**src/include/sensor_cfg_defines.vh**
```
// Offsets, field positions and codes of the output configuration bank
`ifndef SENSOR_CFG_DEFINES_VH
`define SENSOR_CFG_DEFINES_VH
`define ADDR_W 12
`define OFS_LOCK_MASK 12'h09a
`define OFS_PAD_NUM 12'h09c
`define OFS_PAD_LET 12'h09e
`define OFS_ANGLE 12'h0a0
`define OFS_MODE 12'h0a2
`define RST_WORD 16'h0000
`define BIT_OV_OFF 15
`define BIT_SPIKE 14
`define BIT_OD_3C 11
`define BIT_OD_2B 9
`define BIT_OD_1A 7
`define SLP_HI 15
`define SLP_LO 14
`define SLP_2US 2'h0
`define SLP_4US 2'h1
`define SLP_6US 2'h2
`define SLP_TRI 2'h3
`define ANG_HI 15
`define ANG_LO 2
`define BIT_DIR 1
`define BIT_RSVD 0
`endif

```
**src/logic/cfg_word.v**
```verilog
// One 16-bit configuration word with load and software write
`timescale 1ns/1ps
`include "sensor_cfg_defines.vh"
module cfg_word (
  // Clock and reset
  input wire clk,
  input wire reset,
  // Write sources
  input wire load,
  input wire [15:0] load_data,
  input wire wr,
  input wire [15:0] wr_data,
  // Stored value
  output reg [15:0] q_r
);
  // Startup load wins over a software write in the same cycle
  always @(posedge clk) begin
    if (reset) begin
      q_r <= `RST_WORD;
    end else if (load) begin
      q_r <= load_data;
    end else if (wr) begin
      q_r <= wr_data;
    end
  end
endmodule // cfg_word

```
**src/logic/sensor_output_config_bank.v**
```verilog
// Output configuration register bank: lock mask, pad setup, angle offset
//
// What this block does
// - Effective interface mode equals mode word ANDed bitwise with lock mask.
// - Mode word reads back as written; locked bits are only blocked in effect.
// - Pad word one bit 15: zero keeps overvoltage shutoff, one disables it.
// - Pad word one bit 14 set enables the input spike filter.
// - Pad word one bits 11, 9, 7 pick open-drain for pins 3, 2, 1.
// - Pad word two bits 11 and 7 pick open-drain for pins C and A.
// - Pad word two bit 9 picks open-drain with edge control for pin B.
// - Pad word two bits 15:14 set pin B slope 2, 4, 6 us or tristate.
// - Angle word bits 15:2 hold a signed 14-bit zero offset.
// - Angle word bit 1 selects positive direction: zero ccw, one cw.
`timescale 1ns/1ps
`include "sensor_cfg_defines.vh"
module sensor_output_config_bank (
  // Clock and reset
  input wire clk,
  input wire reset,
  // Word access port
  input wire [`ADDR_W-1:0] addr,
  input wire wr_en,
  input wire rd_en,
  input wire [15:0] wr_data,
  output reg [15:0] rd_data_r,
  output reg rd_valid_r,
  output reg addr_err_r,
  // Startup load from nonvolatile memory
  input wire nv_load,
  input wire [15:0] nv_lock_mask,
  input wire [15:0] nv_pad_num,
  input wire [15:0] nv_pad_let,
  input wire [15:0] nv_angle,
  input wire [15:0] nv_mode,
  // Configuration status
  output reg cfg_valid_r,
  // Effective settings
  output reg [15:0] interface_mode_eff_r,
  output reg overvoltage_protect_enable_r,
  output reg spike_filter_enable_r,
  output reg pin1_opendrain_select_r,
  output reg pin2_opendrain_select_r,
  output reg pin3_opendrain_select_r,
  output reg pin_a_opendrain_select_r,
  output reg pin_b_opendrain_select_r,
  output reg pin_b_edge_control_r,
  output reg pin_c_opendrain_select_r,
  output reg [1:0] pin_b_slope_select_r,
  output reg pin_b_tristate_r,
  output reg signed [13:0] angle_zero_offset_r,
  output reg rotation_direction_r
);
  wire [15:0] lock_mask_word;
  wire [15:0] pad_num_word;
  wire [15:0] pad_let_word;
  wire [15:0] angle_word;
  wire [15:0] interface_mode_word;
  wire sel_lock = (addr == `OFS_LOCK_MASK);
  wire sel_num = (addr == `OFS_PAD_NUM);
  wire sel_let = (addr == `OFS_PAD_LET);
  wire sel_ang = (addr == `OFS_ANGLE);
  wire sel_mode = (addr == `OFS_MODE);
  wire hit = sel_lock | sel_num | sel_let | sel_ang | sel_mode;
  // Bit 0 of the angle word is kept from the stored value on writes,
  // so a careless full-word write cannot disturb it
  wire [15:0] ang_wr = {wr_data[15:1], angle_word[`BIT_RSVD]};

  ////////////////////////////////////////////////////////////////////////
  // Storage words; test bits stored as written, no effect here
  // Lock mask, one gate bit per mode bit
  cfg_word u_lock (
    .clk(clk),
    .reset(reset),
    .load(nv_load),
    .load_data(nv_lock_mask),
    .wr(wr_en & sel_lock),
    .wr_data(wr_data),
    .q_r(lock_mask_word)
  );
  // Pad setup of the numbered pins
  cfg_word u_num (
    .clk(clk),
    .reset(reset),
    .load(nv_load),
    .load_data(nv_pad_num),
    .wr(wr_en & sel_num),
    .wr_data(wr_data),
    .q_r(pad_num_word)
  );
  // Pad setup of the lettered pins
  cfg_word u_let (
    .clk(clk),
    .reset(reset),
    .load(nv_load),
    .load_data(nv_pad_let),
    .wr(wr_en & sel_let),
    .wr_data(wr_data),
    .q_r(pad_let_word)
  );
  // Angle word; bit 0 is fed back from itself on writes
  cfg_word u_ang (
    .clk(clk),
    .reset(reset),
    .load(nv_load),
    .load_data(nv_angle),
    .wr(wr_en & sel_ang),
    .wr_data(ang_wr),
    .q_r(angle_word)
  );
  // Interface mode word exactly as software wrote it
  cfg_word u_mode (
    .clk(clk),
    .reset(reset),
    .load(nv_load),
    .load_data(nv_mode),
    .wr(wr_en & sel_mode),
    .wr_data(wr_data),
    .q_r(interface_mode_word)
  );

  ////////////////////////////////////////////////////////////////////////
  // Readback: raw stored words, mode word unmasked
  always @(posedge clk) begin
    if (reset) begin
      rd_data_r <= 16'h0000;
      rd_valid_r <= 1'b0;
      addr_err_r <= 1'b0;
    end else begin
      rd_valid_r <= rd_en;
      addr_err_r <= (rd_en | wr_en) & ~hit;
      if (rd_en) begin
        if (sel_lock) begin
          rd_data_r <= lock_mask_word;
        end else if (sel_num) begin
          rd_data_r <= pad_num_word;
        end else if (sel_let) begin
          rd_data_r <= pad_let_word;
        end else if (sel_ang) begin
          rd_data_r <= angle_word;
        end else if (sel_mode) begin
          rd_data_r <= interface_mode_word;
        end else begin
          rd_data_r <= 16'h0000; // Unmapped reads as zero
        end
      end
    end
  end

  ////////////////////////////////////////////////////////////////////////
  // Configuration counts as valid after the first startup load
  always @(posedge clk) begin
    if (reset) begin
      cfg_valid_r <= 1'b0;
    end else if (nv_load) begin
      cfg_valid_r <= 1'b1;
    end
  end

  ////////////////////////////////////////////////////////////////////////
  // Effective settings; held at safe defaults until loaded, so pads do
  // not act on reset values that never came from nonvolatile memory
  wire hold_defaults = reset | ~cfg_valid_r;

  // Interface mode: locked bits are cut here only, readback stays raw
  always @(posedge clk) begin
    if (hold_defaults) begin
      interface_mode_eff_r <= 16'h0000;
    end else begin
      interface_mode_eff_r <= interface_mode_word & lock_mask_word;
    end
  end

  // Numbered pins; overvoltage shutoff stays armed by default
  always @(posedge clk) begin
    if (hold_defaults) begin
      overvoltage_protect_enable_r <= 1'b1;
      spike_filter_enable_r <= 1'b0;
      pin1_opendrain_select_r <= 1'b0;
      pin2_opendrain_select_r <= 1'b0;
      pin3_opendrain_select_r <= 1'b0;
    end else begin
      overvoltage_protect_enable_r <= ~pad_num_word[`BIT_OV_OFF];
      spike_filter_enable_r <= pad_num_word[`BIT_SPIKE];
      pin3_opendrain_select_r <= pad_num_word[`BIT_OD_3C];
      pin2_opendrain_select_r <= pad_num_word[`BIT_OD_2B];
      pin1_opendrain_select_r <= pad_num_word[`BIT_OD_1A];
    end
  end

  // Lettered pins; pin B open-drain always comes with edge control
  always @(posedge clk) begin
    if (hold_defaults) begin
      pin_a_opendrain_select_r <= 1'b0;
      pin_b_opendrain_select_r <= 1'b0;
      pin_b_edge_control_r <= 1'b0;
      pin_c_opendrain_select_r <= 1'b0;
      pin_b_slope_select_r <= `SLP_2US;
      pin_b_tristate_r <= 1'b0;
    end else begin
      pin_c_opendrain_select_r <= pad_let_word[`BIT_OD_3C];
      pin_a_opendrain_select_r <= pad_let_word[`BIT_OD_1A];
      pin_b_opendrain_select_r <= pad_let_word[`BIT_OD_2B];
      pin_b_edge_control_r <= pad_let_word[`BIT_OD_2B];
      pin_b_slope_select_r <= pad_let_word[`SLP_HI:`SLP_LO];
      pin_b_tristate_r <= (pad_let_word[`SLP_HI:`SLP_LO] == `SLP_TRI);
    end
  end

  // Angle offset and direction; zero offset is the neutral default
  always @(posedge clk) begin
    if (hold_defaults) begin
      angle_zero_offset_r <= 14'h0000;
      rotation_direction_r <= 1'b0;
    end else begin
      angle_zero_offset_r <= angle_word[`ANG_HI:`ANG_LO];
      rotation_direction_r <= angle_word[`BIT_DIR];
    end
  end
endmodule // sensor_output_config_bank

```
**config.mk**
```make
export PLATFORM = sky130hd
export DESIGN_NAME = sensor_output_config_bank
export DESIGN_NICKNAME = d
export VERILOG_FILES = /design/src/logic/cfg_word.v /design/src/logic/sensor_output_config_bank.v
export VERILOG_INCLUDE_DIRS = /design/src /design/src/include
export SDC_FILE = /design/constraint.sdc
export NUM_CORES = 1
export LEC_CHECK = 0
export BUFFER_PORTS_ARGS = -buffer_cell sky130_fd_sc_hd__buf_2
export CAP_MARGIN = 10
export CORE_MARGIN = 3
export CORE_UTILIZATION = 45
export CTS_CLUSTER_DIAMETER = 120
export DETAILED_ROUTE_END_ITERATION = 10
export GPL_TIMING_DRIVEN = 0
export HOLD_SLACK_MARGIN = 0.15
export PLACE_DENSITY = 0.71
export SETUP_SLACK_MARGIN = 0.1
export SLEW_MARGIN = 20
export SYNTH_ARGS = -nofsm -noshare
export SYNTH_HDL_FRONTEND = slang
export SYNTH_SLANG_ARGS = --single-unit
```
**constraint.sdc**
```tcl
create_clock -name clk -period 5.9 [get_ports clk]
set_input_delay 0.295 -clock clk [delete_from_list [all_inputs] [get_ports clk]]
set_output_delay 0.295 -clock clk [all_outputs]
set_load 0.02 [all_outputs]
```
==> impl_metrics.csv <==
group,metric,value,unit
floorplanning,num_rows,42,
sta,post-route-min-period,2.59,ns
critical_path,reg2reg_slack,4.21,ns
drt,via_per_inst,5.74,
logic_synthesis,synthFlopType,"dfxtp_1",
final_layout,fin_util,60.3,%
sta,timing.final.crit_share,43.9,%
sta,final-hold-violation-count,0,
clock_tree,clkLatencyLatePin,0.43,ns
final_layout,nFillCells,1173,
logic_synthesis,synth_top_area_share,46.0,%
logic_synthesis,synthArstFlopShare,0,%
drt,drt-total-wl,21.5,mm
clock_tree,cts_buffer_depth,2,
logic_synthesis,yosysSeqAreaShare,46.0,%
sta,setup_violations,0,
sta,rsz0062_at_grt,"false",
clock_tree,postCtsSetupBuffers,0,
final_layout,antenna_cells,0,
clock_tree,cts_tree,"yes",
global_route,overflow,0,
critical_path,worstPathCellList,"buf_2, nor4b_1, nand4_1, clkbuf_1, mux2i_1, a211oi_1",
final_layout,multi_input_area,3040,sq um
pwr,ir_drop,0.211,mV
sta,slew_viol_final,0,
critical_path,end_kind,"register",
floorplanning,io_pins,175,
pwr,p_per_area,299,nW/um^2
final_layout,register_area,2820,sq um
critical_path,critPathBufInv,2,
place,dpl.hpwl,16.2,mm
clock_tree,numCtsBuffers,17,
sta,relSlewSlack,31.9,%
drt,route.detailed.drc,0,
global_route,grt_max_degree,17,
floorplanning,start_util,46.1,%
floorplanning,core,13300,sq um
sta,fmax,386,MHz
logic_synthesis,avgSynthCellArea,9.52,sq um
floorplanning,die_h,123,microns
logic_synthesis,ys_seq_elements,141,
logic_synthesis,yosysWarnings,0,
sta,fin_tns_setup,0,ns
logic_synthesis,ys_top_cells_by_area,"dfxtp_1 46%, mux2i_1 18%, a211oi_1 9.8%, nor2_1 5.4%, nor3_1 3.7%",
flow_run,maxCapViolations,0,
critical_path,path_delay_family,"simple AND/OR/NAND/NOR gates",
global_route,grt_pass1_vias,5937,
floorplanning,die_area,15100,sq um
hold_path,hp-class,"input port to register",
drt,drt_iter0_drc,522,
pwr,power_leakage,0.00372,uW
critical_path,crit_fanout,10,
sta,worstMarginPinSlew,1.01,ns
global_route,antenna_found_initial,0,
critical_path,slowest_stage,"nand4_1",
drt,wl_per_cell,20.6,microns
logic_synthesis,yosysMostFrequentCell,"dfxtp_1",
logic_synthesis,syn_nets,757,
floorplanning,die_w,123,microns
place,gp_congestion,0.940,
clock_tree,root_buffer,"clkbuf_16",
drt,num_vias,5986,
logic_synthesis,synth_edf_count,0,
run_status,outcome,"finished clean",
clock_tree,cts_max_level,4,
critical_path,slowest_delay,0.71,ns
critical_path,crit_path_start_kind,"input port",
place,io_buffers,170,
final_layout,nNetsFinal,969,
clock_tree,clk_pin_slew_worst_paths,0.06,ns
global_route,grt_usage,28.9,%
logic_synthesis,synth_area_leader_cell,"dfxtp_1",
critical_path,cp.required,6.22,ns
logic_synthesis,synth.distinct_cells,37,
logic_synthesis,synthesis.area,6130,sq um
logic_synthesis,synthCells,644,
sta,fin_skew,0.00912,ns
critical_path,arrival,2.91,ns
critical_path,criticalPathCategory,"input port to register",
clock_tree,cts.sinks,141,
drt,ant_nets,0,
global_route,grt_pass1_wl,32.5,mm
final_layout,area_delta_synth_final,30.8,%
final_layout,final_layout_size_suffix_gt1_share,24.3,%
logic_synthesis,synth_commonest_cells,"141 x dfxtp_1, 110 x mux2i_1, 88 x nor2_1, 80 x a211oi_1, 48 x clkbuf_1",
drt,firstDrtPassIters,5,
## cell families (layout without fill, tap and decap cells)
family / count (synthesis) / count (layout) / share of synthesized area, %
and+or+nand+nor: 215 / 215 / 17.7
muxes: 110 / 110 / 18.0
xor gates and xnor gates: 1 / 1 / 0.143
AOI/OAI and AO/OA: 115 / 115 / 13.8
DFF: 141 / 141 / 46.0
buffers and inverters: 62 / 285 / 4.31
## worst reg2reg max path, cell delays in order, from the launching register on
cell and delay, ns:
dfxtp_1 0.35, nor2b_1 0.39, clkbuf_1 0.60, and3_1 0.28
## layout make-up
| class | count | area share [%] |
|---|---|---|
| clock buffer | 22 | 5.91 |
| tap | 176 | 2.75 |
| timing repair buffer | 193 | 13.5 |
| inverter | 2 | 0.0936 |
| clock inverter | 8 | 1.44 |
| sequential | 141 | 35.2 |
| multi-input combinational | 441 | 38.0 |
| buffer | 60 | 3.20 |
## layer usage
metal  up-vias  global-route usage (%)  share of wire, %
li1       2774                       -                 -
met1      2818                    37.4                42
met2       344                    46.6                46
met3        50                    6.68               9.1
met4         0                    11.8               3.0
met5         -                       0                 0
## final timing paths
path                                                 start                                       to  depth (start not counted)
worst max register to register    cfg_valid_r$_SDFFE_PP0P_       interface_mode_eff_r[1]$_SDFF_PP0_                          3
worst min-delay path                         nv_pad_let[7]                u_let.q_r[7]$_SDFFE_PP0P_                          3
worst min register to register  u_num.q_r[15]$_SDFFE_PP0P_  overvoltage_protect_enable_r$_SDFF_PP1_                          1
worst max-delay path                               addr[6]               u_lock.q_r[9]$_SDFFE_PP0P_                          6
## state kept, by name, indices dropped and copies added, names as in the netlist, 2 cells and up
signal and count:
angle_zero_offset_r 14, interface_mode_eff_r 16, pin_b_slope_select_r 2, rd_data_r 16, u_ang.q_r 16, u_let.q_r 16
u_lock.q_r 16, u_mode.q_r 16, u_num.q_r 16
## cell usage in the layout (no fill, tap or decap), types with 4 or more instances in the layout
cell	count
dfxtp_1	141
o21ai_0	15
nor2_1	88
mux2i_1	110
and3_1	18
clkinv_2	5
nand2_1	16
buf_1	4
dlygate4sd3_1	23
and2_1	24
a311oi_1	16
buf_2	174
clkbuf_16	17
clkbuf_1	50
a211oi_1	80
nor3_1	45
nor2b_1	4
## through the flow
step | power [uW] | setup slack [ns] | std cells | instance area, sq um | hold slack [ns]
6_report | 2400 | 3.31 | 1043 | 8020 | 0.156
2_1_floorplan | 1190 | 3.67 | 644 | 6130 | 0.370
3_5_place_dp | 1310 | 2.98 | 990 | 7200 | 0.404
5_1_grt | 2460 | 3.13 | 1043 | 8020 | 0.154
4_1_cts | 2390 | 3.42 | 1042 | 8010 | 0.152
3_3_place_gp | 1300 | 3.11 | 990 | 7200 | 0.396
## where the power goes
part | internal (uW) | leakage (uW) | switching [uW]
combinational | 112 | 0.00226 | 159
clock | 689 | 0.000295 | 395
sequential | 1000 | 0.00116 | 37.3
total | 1800 | 0.00372 | 592
## what timing repair did
item                      4_1_cts  5_1_grt
gates resized for setup         0        0
hold buffers                   22        1
hold endpoints to repair       22        1
Power figures use the tool's default switching activity.
